$ cat src/eerd_pkg.sv
// Shared constants and types for the serial memory read path
package eerd_pkg;
  localparam int unsigned ADDR_W     = 7;
  localparam int unsigned DATA_W     = 8;
  localparam int unsigned MEM_WORDS  = 128;
  localparam int unsigned FIFO_DEPTH = 16;
  localparam logic [3:0]  CTRL_CODE  = 4'ha;
  localparam logic [3:0]  BYTE_BITS  = 4'h8;
  localparam logic [3:0]  CNT_ZERO   = 4'h0;
  localparam logic [3:0]  CNT_ONE    = 4'h1;
  localparam logic [ADDR_W-1:0] PTR_RESET = 7'h00;
  localparam logic [ADDR_W-1:0] PTR_STEP  = 7'h01;
  localparam logic [DATA_W-1:0] BYTE_ZERO = 8'h00;

  typedef enum logic [2:0] {
    EERD_IDLE  = 3'b000,
    EERD_CTRL  = 3'b001,
    EERD_CACK  = 3'b010,
    EERD_WADDR = 3'b011,
    EERD_WACK  = 3'b100,
    EERD_TX    = 3'b101,
    EERD_RACK  = 3'b110,
    EERD_SKIP  = 3'b111
  } eerd_state_e;

  typedef struct packed {
    logic [ADDR_W-1:0] addr;
    logic [DATA_W-1:0] data;
  } eerd_fill_s;

  localparam int unsigned FILL_W = $bits(eerd_fill_s);
endpackage

$ cat src/eerd_fifo.sv
// Parameterised valid/ready FIFO with registered full and empty flags
`timescale 1ns/10ps
module eerd_fifo #(
  parameter int unsigned WIDTH = 15,
  parameter int unsigned DEPTH = 16
) (
  input  wire logic             clk_sys_i,   // System clock
  input  wire logic             sys_rst_i,   // Synchronous reset, active high
  input  wire logic [WIDTH-1:0] in_data_i,   // Write data
  input  wire logic             in_valid_i,  // Write request
  output logic                  in_ready_o,  // Room available
  output logic [WIDTH-1:0]      out_data_o,  // Head word
  output logic                  out_valid_o, // Head word present
  input  wire logic             out_ready_i  // Head word taken
);
  localparam int unsigned PW = $clog2(DEPTH);

  typedef struct packed {
    logic [PW-1:0] wr;
    logic [PW-1:0] rd;
    logic [PW:0]   cnt;
    logic          full;
    logic          empty;
    logic          room;
  } eerd_fifo_s;

  eerd_fifo_s       st_q;
  eerd_fifo_s       st_d;
  logic [WIDTH-1:0] mem_q [DEPTH];
  logic             push;
  logic             pop;

  assign push        = in_valid_i && !st_q.full;
  assign pop         = out_ready_i && !st_q.empty;
  assign in_ready_o  = st_q.room;
  assign out_valid_o = !st_q.empty;
  assign out_data_o  = mem_q[st_q.rd];

  ////////////////////////////////////////////////////////////////////////////
  always_comb begin
    st_d = st_q;
    if (push) begin
      st_d.wr = (st_q.wr == PW'(DEPTH - 1)) ? '0 : st_q.wr + 1'b1;
    end
    if (pop) begin
      st_d.rd = (st_q.rd == PW'(DEPTH - 1)) ? '0 : st_q.rd + 1'b1;
    end
    if (push && !pop) begin
      st_d.cnt = st_q.cnt + 1'b1;
    end else if (pop && !push) begin
      st_d.cnt = st_q.cnt - 1'b1;
    end
    st_d.full  = (st_d.cnt == (PW+1)'(DEPTH));
    st_d.empty = (st_d.cnt == '0);
    st_d.room  = !st_d.full;
  end

  always_ff @(posedge clk_sys_i) begin
    if (sys_rst_i) begin
      st_q       <= '0;
      st_q.empty <= 1'b1;
      st_q.room  <= 1'b1;
    end else begin
      st_q <= st_d;
    end
  end

  always_ff @(posedge clk_sys_i) begin
    if (push) begin
      mem_q[st_q.wr] <= in_data_i;
    end
  end
endmodule

$ cat src/eerd_top.sv
// Two-wire slave read path of a 128 x 8 serial memory
//
// How it works
// RULE_01 - Read is framed like a write; direction bit one selects read.
// RULE_02 - Pointer holds last accessed location plus one for current address reads.
// RULE_03 - Matching read control byte is acknowledged, then byte at pointer shifts out.
// RULE_04 - Master leaves ack high then stops; device stops driving data.
// RULE_05 - Random read: master writes control and word address, then repeated start.
// RULE_06 - Repeated start after word address abandons write but keeps pointer loaded.
// RULE_07 - After repeated start master resends control byte with direction one.
// RULE_08 - Each master ack after a byte sends the next sequential byte.
// RULE_09 - Pointer advances by one for every byte handled.
// RULE_10 - Seven-bit pointer wraps from 0x7F to 0x00.
// RULE_11 - Only control code 1010 answers; block bits ignored; last bit is direction.
// RULE_12 - No byte is acknowledged while a programming cycle runs.
`timescale 1ns/10ps
module eerd_top
  import eerd_pkg::*;
(
  input  wire logic              clk_sys_i,    // 20 MHz system clock
  input  wire logic              sys_rst_i,    // Synchronous reset, active high
  input  wire logic              scl_i,        // Bus clock pin level
  input  wire logic              sda_i,        // Bus data pin level
  output logic                   sda_o,        // Data pin drive value, always low
  output logic                   sda_oe_o,     // High while pulling data pin low
  input  wire logic              prog_busy_i,  // Programming cycle running
  input  wire eerd_fill_s        fill_i,       // Preload address and byte
  input  wire logic              fill_valid_i, // Preload word present
  output logic                   fill_ready_o, // Preload FIFO has room
  output logic [ADDR_W-1:0]      addr_ptr_o,   // Current address pointer
  output logic                   active_o      // Transaction in progress
);
  typedef struct packed {
    logic [1:0]        scl_sync;
    logic [1:0]        sda_sync;
    logic              scl_prev;
    logic              sda_prev;
    eerd_state_e       state;
    logic [3:0]        cnt;
    logic [DATA_W-1:0] shreg;
    logic [ADDR_W-1:0] ptr;
    logic              rw;
    logic              acked;
    logic              oe;
    logic              act;
  } eerd_top_s;

  eerd_top_s         st_q;
  eerd_top_s         st_d;
  // The array has no reset; it is filled through the preload FIFO
  logic [DATA_W-1:0] mem_q [MEM_WORDS];
  eerd_fill_s        fifo_head;
  logic              fifo_valid;
  logic              fifo_take;
  logic              scl_s;
  logic              sda_s;
  logic              scl_rise;
  logic              scl_fall;
  logic              start_cond;
  logic              stop_cond;

  ////////////////////////////////////////////////////////////////////////////
  // Preload path: drained into the array only while the bus is idle
  eerd_fifo #(
    .WIDTH (FILL_W),
    .DEPTH (FIFO_DEPTH)
  ) u_fill_fifo (
    .clk_sys_i   (clk_sys_i),
    .sys_rst_i   (sys_rst_i),
    .in_data_i   (fill_i),
    .in_valid_i  (fill_valid_i),
    .in_ready_o  (fill_ready_o),
    .out_data_o  (fifo_head),
    .out_valid_o (fifo_valid),
    .out_ready_i (fifo_take)
  );

  assign fifo_take = fifo_valid && (st_q.state == EERD_IDLE);

  always_ff @(posedge clk_sys_i) begin
    if (fifo_take) begin
      mem_q[fifo_head.addr] <= fifo_head.data;
    end
  end

  ////////////////////////////////////////////////////////////////////////////
  // Pin conditions, seen only after the second synchroniser stage
  assign scl_s      = st_q.scl_sync[1];
  assign sda_s      = st_q.sda_sync[1];
  assign scl_rise   = scl_s && !st_q.scl_prev;
  assign scl_fall   = !scl_s && st_q.scl_prev;
  assign start_cond = scl_s && st_q.scl_prev && st_q.sda_prev && !sda_s;
  assign stop_cond  = scl_s && st_q.scl_prev && !st_q.sda_prev && sda_s;

  // Open-drain value is fixed low; the other outputs are state register bits
  assign sda_o      = 1'b0;
  assign sda_oe_o   = st_q.oe;
  assign addr_ptr_o = st_q.ptr;
  assign active_o   = st_q.act;

  ////////////////////////////////////////////////////////////////////////////
  // Bus state machine, stepped on the synchronised pin edges
  always_comb begin
    st_d          = st_q;
    st_d.scl_sync = {st_q.scl_sync[0], scl_i};
    st_d.sda_sync = {st_q.sda_sync[0], sda_i};
    st_d.scl_prev = scl_s;
    st_d.sda_prev = sda_s;
    if (stop_cond) begin
      st_d.state = EERD_IDLE;                                  // [RULE_04]
      st_d.oe    = 1'b0;                                       // [RULE_04]
    end else if (start_cond) begin
      // A repeated start drops any write but leaves the pointer intact
      st_d.state = EERD_CTRL;                                  // [RULE_06]
      st_d.cnt   = CNT_ZERO;
      st_d.oe    = 1'b0;
    end else begin
      case (st_q.state)
        EERD_IDLE: begin
          // Preload words drain into the array only in this state
          st_d.oe = 1'b0;
        end

        EERD_CTRL, EERD_WADDR: begin
          // Bits are counted on rises; the verdict falls on the eighth fall
          if (scl_rise) begin
            st_d.shreg = {st_q.shreg[DATA_W-2:0], sda_s};
            st_d.cnt   = st_q.cnt + CNT_ONE;
          end else if (scl_fall && st_q.cnt == BYTE_BITS) begin
            if (prog_busy_i) begin
              st_d.state = EERD_SKIP;                          // [RULE_12]
            end else if (st_q.state == EERD_WADDR) begin
              // Loaded before its acknowledge, so a repeated start finds it
              st_d.ptr   = st_q.shreg[ADDR_W-1:0];             // [RULE_05]
              st_d.oe    = 1'b1;
              st_d.state = EERD_WACK;
            end else if (st_q.shreg[DATA_W-1:DATA_W-4] == CTRL_CODE) begin
              st_d.rw    = st_q.shreg[0];                      // [RULE_01] [RULE_11]
              st_d.oe    = 1'b1;                               // [RULE_03]
              st_d.state = EERD_CACK;
            end else begin
              st_d.state = EERD_SKIP;                          // [RULE_11]
            end
          end
        end

        EERD_CACK, EERD_RACK: begin
          // In RACK the master's answer is taken on the rise; both states act at the fall
          if (scl_rise && st_q.state == EERD_RACK) begin
            st_d.acked = !sda_s;                               // [RULE_08]
          end else if (scl_fall) begin
            if (st_q.state == EERD_CACK && !st_q.rw) begin
              st_d.oe    = 1'b0;
              st_d.cnt   = CNT_ZERO;
              st_d.state = EERD_WADDR;                         // [RULE_01]
            end else if (st_q.state == EERD_CACK || st_q.acked) begin
              // Bit seven goes out at once; the pointer steps past the loaded byte
              st_d.shreg = mem_q[st_q.ptr];                    // [RULE_02] [RULE_03]
              st_d.ptr   = st_q.ptr + PTR_STEP;                // [RULE_09] [RULE_10]
              st_d.oe    = !mem_q[st_q.ptr][DATA_W-1];
              st_d.cnt   = CNT_ONE;
              st_d.state = EERD_TX;                            // [RULE_08]
            end else begin
              st_d.oe    = 1'b0;                               // [RULE_04]
              st_d.state = EERD_SKIP;
            end
          end
        end

        EERD_WACK: begin
          // Data bytes of a write are not handled by the read path
          if (scl_fall) begin
            st_d.oe    = 1'b0;
            st_d.state = EERD_SKIP;
          end
        end

        EERD_TX: begin
          // After the eighth bit the line is let go for the master's answer
          if (scl_fall) begin
            if (st_q.cnt == BYTE_BITS) begin
              st_d.oe    = 1'b0;
              st_d.acked = 1'b0;
              st_d.state = EERD_RACK;
            end else begin
              st_d.shreg = {st_q.shreg[DATA_W-2:0], 1'b0};
              st_d.oe    = !st_q.shreg[DATA_W-2];
              st_d.cnt   = st_q.cnt + CNT_ONE;
            end
          end
        end

        EERD_SKIP: begin
          // Foreign or refused traffic: silent until the next start or stop
          st_d.oe = 1'b0;
        end

        default: begin
          st_d.state = EERD_IDLE;
          st_d.oe    = 1'b0;
        end
      endcase
    end
    st_d.act = (st_d.state != EERD_IDLE);
  end

  ////////////////////////////////////////////////////////////////////////////
  // State register; bus lines idle high, so no false edge follows reset
  always_ff @(posedge clk_sys_i) begin
    if (sys_rst_i) begin
      st_q          <= '0;
      st_q.scl_sync <= 2'h3;
      st_q.sda_sync <= 2'h3;
      st_q.scl_prev <= 1'b1;
      st_q.sda_prev <= 1'b1;
      st_q.state    <= EERD_IDLE;
      st_q.shreg    <= BYTE_ZERO;
      st_q.ptr      <= PTR_RESET;
    end else begin
      st_q <= st_d;
    end
  end
endmodule

$ cat config.mk
export PLATFORM = sky130hd
export DESIGN_NAME = eerd_top
export DESIGN_NICKNAME = d
export VERILOG_FILES = /design/src/eerd_pkg.sv /design/src/eerd_fifo.sv /design/src/eerd_top.sv
export SDC_FILE = /design/constraint.sdc
export NUM_CORES = 1
export LEC_CHECK = 0
export BUFFER_PORTS_ARGS = -buffer_cell sky130_fd_sc_hd__buf_2
export CAP_MARGIN = 25
export CORE_UTILIZATION = 55
export CTS_CLUSTER_SIZE = 25
export DETAILED_ROUTE_END_ITERATION = 10
export PLACE_DENSITY_LB_ADDON = 0.08
export SYNTH_ARGS = -nofsm -noshare
export SYNTH_HDL_FRONTEND = slang
export SYNTH_SLANG_ARGS = --single-unit
$ cat constraint.sdc
create_clock -name clk_sys_i -period 3.8 [get_ports clk_sys_i]
set_input_delay 0.19 -clock clk_sys_i [delete_from_list [all_inputs] [get_ports clk_sys_i]]
set_output_delay 0.19 -clock clk_sys_i [all_outputs]
set_load 0.02 [all_outputs]
==> impl_metrics.env <==
export IMPL_maxCapViolCount=0
export IMPL_cts_setup_buffers=0
export IMPL_fillers=6283
export IMPL_hold_class="input pin to flop"
export IMPL_p_leak_nw=18.8
export IMPL_regArea_sq_mm=0.0392
export IMPL_comb_power_share_pct=9.4
export IMPL_grt_max_degree=129
export IMPL_fp_coreArea_sq_mm=0.0932
export IMPL_multi_input_area_sq_mm=0.0119
export IMPL_synth_nets=2536
export IMPL_numCtsBuffers=139
export IMPL_critPathMaxStageDelay_ns=0.63
export IMPL_synth_edff_count=1264
export IMPL_first_global_vias=26607
export IMPL_p_seq_share_pct=51.5
export IMPL_antennaDiodeCount=0
export IMPL_finalMaxSlewViolations=0
export IMPL_totalNegativeSetupSlack_ns=0
export IMPL_tritoncts="done"
export IMPL_ys_flop_type="edfxtp_1"
export IMPL_stdcell_count=4196
export IMPL_critPathLaunchType="flop"
export IMPL_finalClockSkew_ns=0.0330
export IMPL_gp_congestion=0.848
export IMPL_hold_viol=0
export IMPL_ctsLongestPathBuffers=3
export IMPL_initialDrtViolationCount=2501
export IMPL_timing_fmax_mhz=290
export IMPL_numPlacedInstances=3924
export IMPL_rsz0062_at_grt="false"
export IMPL_area_delta_synth_final_pct=15.7
export IMPL_clk_pin_slew_ns=0.06
export IMPL_io_pin_count=32
export IMPL_cpMostUsedCell="buf_4"
export IMPL_synth_area_per_cell_sq_um=20.7
export IMPL_synth_async_reset_ratio_pct=0
export IMPL_cpMaxStageDelayCell="mux4_4"
export IMPL_cp_max_fo=128
export IMPL_cts_sinks=1323
export IMPL_internal_power_mw=26.1
export IMPL_die_area_sq_mm=0.0953
export IMPL_root_buffer="clkbuf_16"
export IMPL_critPathRequiredTime_ns=4.07
export IMPL_cts_resized_gates=0
export IMPL_drcViolationCount=0
export IMPL_p_sw_mw=7.86
export IMPL_endpoint_kind="flop"
export IMPL_drt_wl_total_microns=120000
export IMPL_powerDensity_mw_per_mm2=568
export IMPL_core_rowCount=112
export IMPL_gr_total_overflow=0
export IMPL_postRouteAntennaNets=0
export IMPL_synth_seq_cells=1323
export IMPL_ys_seq_area_share_pct=75.6
export IMPL_grt_pass1_wl_microns=178000
export IMPL_vias_per_cell=6.14
export IMPL_fp_dieH_microns=309
export IMPL_syn_inst=2505
export IMPL_hold_ws_ns=0.163
export IMPL_yosys_warnings=0
export IMPL_ir_drop_mv=0.487
export IMPL_ff2ff_path_depth=5
export IMPL_power_share_clock_pct=39.1
export IMPL_min_from="sda_i"
export IMPL_fin_util_pct=64.2
export IMPL_worstPathArrival_ns=3.72
export IMPL_setup_viol=0
export IMPL_grt_use_total_pct=26.1
export IMPL_critPathKind="flop to flop"
export IMPL_drive_gt1_share_pct=30.0
export IMPL_dp_hpwl_microns=74700
export IMPL_synth_distinct_cells=69
export IMPL_nets=2862
export IMPL_syn_area_sq_mm=0.0517
export IMPL_holdPathEnd="st_d[29]$_SDFF_PP1_"
export IMPL_fin_crit_sh_pct=90.8
export IMPL_cp_cell_sequence="buf_4, buf_4, mux4_2, mux4_4, buf_12"
export IMPL_r2r_end="mem_q[31][3]$_DFFE_PP_"
export IMPL_max_slew_margin_pct=28.6
export IMPL_io_buffer_count=30
export IMPL_wl_per_cell_microns=28.6
export IMPL_fin_crit_ns=3.45
export IMPL_rrSetupSlack_ns=0.35
export IMPL_num_vias=25764
export IMPL_whs_path_depth=3
export IMPL_htree_levels=4
export IMPL_status="complete, no violations"
export IMPL_tightest_slew_ns=1.07
export IMPL_start_util_pct=55.5
export IMPL_grt_antenna_before_repair=0
export IMPL_drtPass1Iterations=8
export IMPL_switching_share_pct=23.1
export IMPL_insertion_delay_ns=0.75
export IMPL_fp_dieW_microns=309
## what timing repair did
item | CTS | global route
setup endpoints to repair | 0 | 0
hold buffers | 20 | 0
hold endpoints to repair | 250 | 0
## synth_stat cells, types with 3 or more instances
cell       count  area (sq um)
mux2i_1       52           521
nand2b_1      20           125
a31oi_1        5          31.3
clkbuf_1      41           154
buf_4         17           128
o41ai_1        7          61.3
nor3b_1        5          37.5
and2_1        24           150
a311oi_1       3          26.3
edfxtp_1    1264         38000
inv_1         17          63.8
dfxtp_1       59          1180
and3_1        12          75.1
xor2_1         4          35.0
nand4_1        6          37.5
buf_6          4          45.0
mux2_2        20           225
a221oi_1      11          96.3
nand2_1       88           330
o211ai_1      13          97.6
a22oi_1        4          30.0
nor4_1         7          43.8
a21oi_1       31           155
xnor2_1        4          35.0
nor2b_1       22           138
nor3_1         7          35.0
buf_1         17          63.8
o22ai_1        8          50.1
o21ai_0       22           110
a211oi_1      18           135
nor2_1       199           747
or2_2         13          81.3
buf_2         54           270
a2111oi_0     12           105
a221o_1        3          30.0
ha_1          10           125
and3b_1        4          35.0
nand3_1       15          75.1
mux4_2       346          7790
## how the worst max path moves through the flow
stage	start	to	slack, ns	cells past startpoint
2_1_floorplan	flop	mem_q[0][0]$_DFFE_PP_	0.34	6
3_3_place_gp	flop	mem_q[24][2]$_DFFE_PP_	0.41	8
4_1_cts	flop	mem_q[24][0]$_DFFE_PP_	0.41	8
5_1_grt	flop	mem_q[10][7]$_DFFE_PP_	0.26	8
6_report	flop	mem_q[31][3]$_DFFE_PP_	0.35	5
3_5_place_dp	flop	mem_q[24][6]$_DFFE_PP_	0.43	8
## cells by family (layout without fill, tap and decap cells)
| kind of cell | count (synthesis) | count (layout) | synth area share (%) |
|---|---|---|---|
| buffers and inverters | 152 | 589 | 1.41 |
| xor gates and xnor gates | 8 | 8 | 0.135 |
| other | 1 | 1 | 0.00725 |
| DFF | 1323 | 1323 | 75.6 |
| muxes | 418 | 418 | 16.5 |
| AOI/OAI and AO/OA | 157 | 157 | 2.14 |
| adders and majority gates | 10 | 10 | 0.242 |
| and+or+nand+nor | 436 | 436 | 3.92 |
## state kept, by name (all words and copies together) (netlist names), named ones only
signal	count
addr_ptr_o	7
st_q	19
sda_oe_o	1
u_fill_fifo.st_q	15
st_d	2
active_o	1
u_fill_fifo.in_ready_o	1
scl_s	1
mem_q	1024
u_fill_fifo.mem_q	240
sda_s	1
## power by group through the flow
stage,Sequential [mW],Combinational [mW],Clock [mW]
3_3_place_gp,17.8,3.09,0
4_1_cts,17.5,3.25,13.5
3_5_place_dp,17.8,3.23,0
6_report,17.5,3.19,13.3
5_1_grt,17.5,3.41,14.1
2_1_floorplan,17.8,1.67,0
## placed cells by master, fill, tap and decap left out, types with 10 or more instances in the layout
cell	netlist	routed
mux4_2	346	338
or2_2	13	13
dfxtp_1	59	53
clkinv_2	0	19
clkbuf_1	41	28
a221oi_1	11	11
clkinv_1	1	31
nand3_1	15	15
dlygate4sd3_1	0	20
o21ai_0	22	22
ha_1	10	10
nor2_1	199	199
nor2b_1	22	22
clkbuf_16	0	150
and2_1	24	24
mux2i_1	52	52
buf_12	0	17
a2111oi_0	12	12
a211oi_1	18	18
and3_1	12	12
mux2_2	20	20
nand2b_1	20	20
inv_1	17	17
a21oi_1	31	31
o211ai_1	13	13
nand2_1	88	88
buf_4	17	245
edfxtp_1	1264	1264
buf_2	54	30
## metal layers
layer  GRT usage, %  share of wire (%)
met1           36.0                 40
met2           42.3                 50
met3           5.00                6.8
met4           8.83                3.1
met5              0                  0
## layout make-up
type / count / share of cell area, %
sequential: 1323 / 65.4
multi-input combinational: 1030 / 19.9
clock buffer: 184 / 6.56
timing repair buffer: 318 / 4.44
tap: 1254 / 2.62
clock inverter: 68 / 0.959
inverter: 19 / 0.119
## critical path: cells and delay by family (launching register included)
kind	cells	cell delay, ns
buffers and inverters	3	0.91
flip-flops	1	0.52
multiplexers	2	1.20
## metrics by stage
| stage | power [mW] | worst slack [ns] | area (sq um) |
|---|---|---|---|
| 3_3_place_gp | 20.9 | 0.410 | 55000 |
| 2_1_floorplan | 19.5 | 0.335 | 51700 |
| 5_1_grt | 35.0 | 0.257 | 59900 |
| 4_1_cts | 34.3 | 0.412 | 59900 |
| 6_report | 34.0 | 0.350 | 59900 |
| 3_5_place_dp | 21.1 | 0.433 | 55200 |
Power figures use the tool's default switching activity.
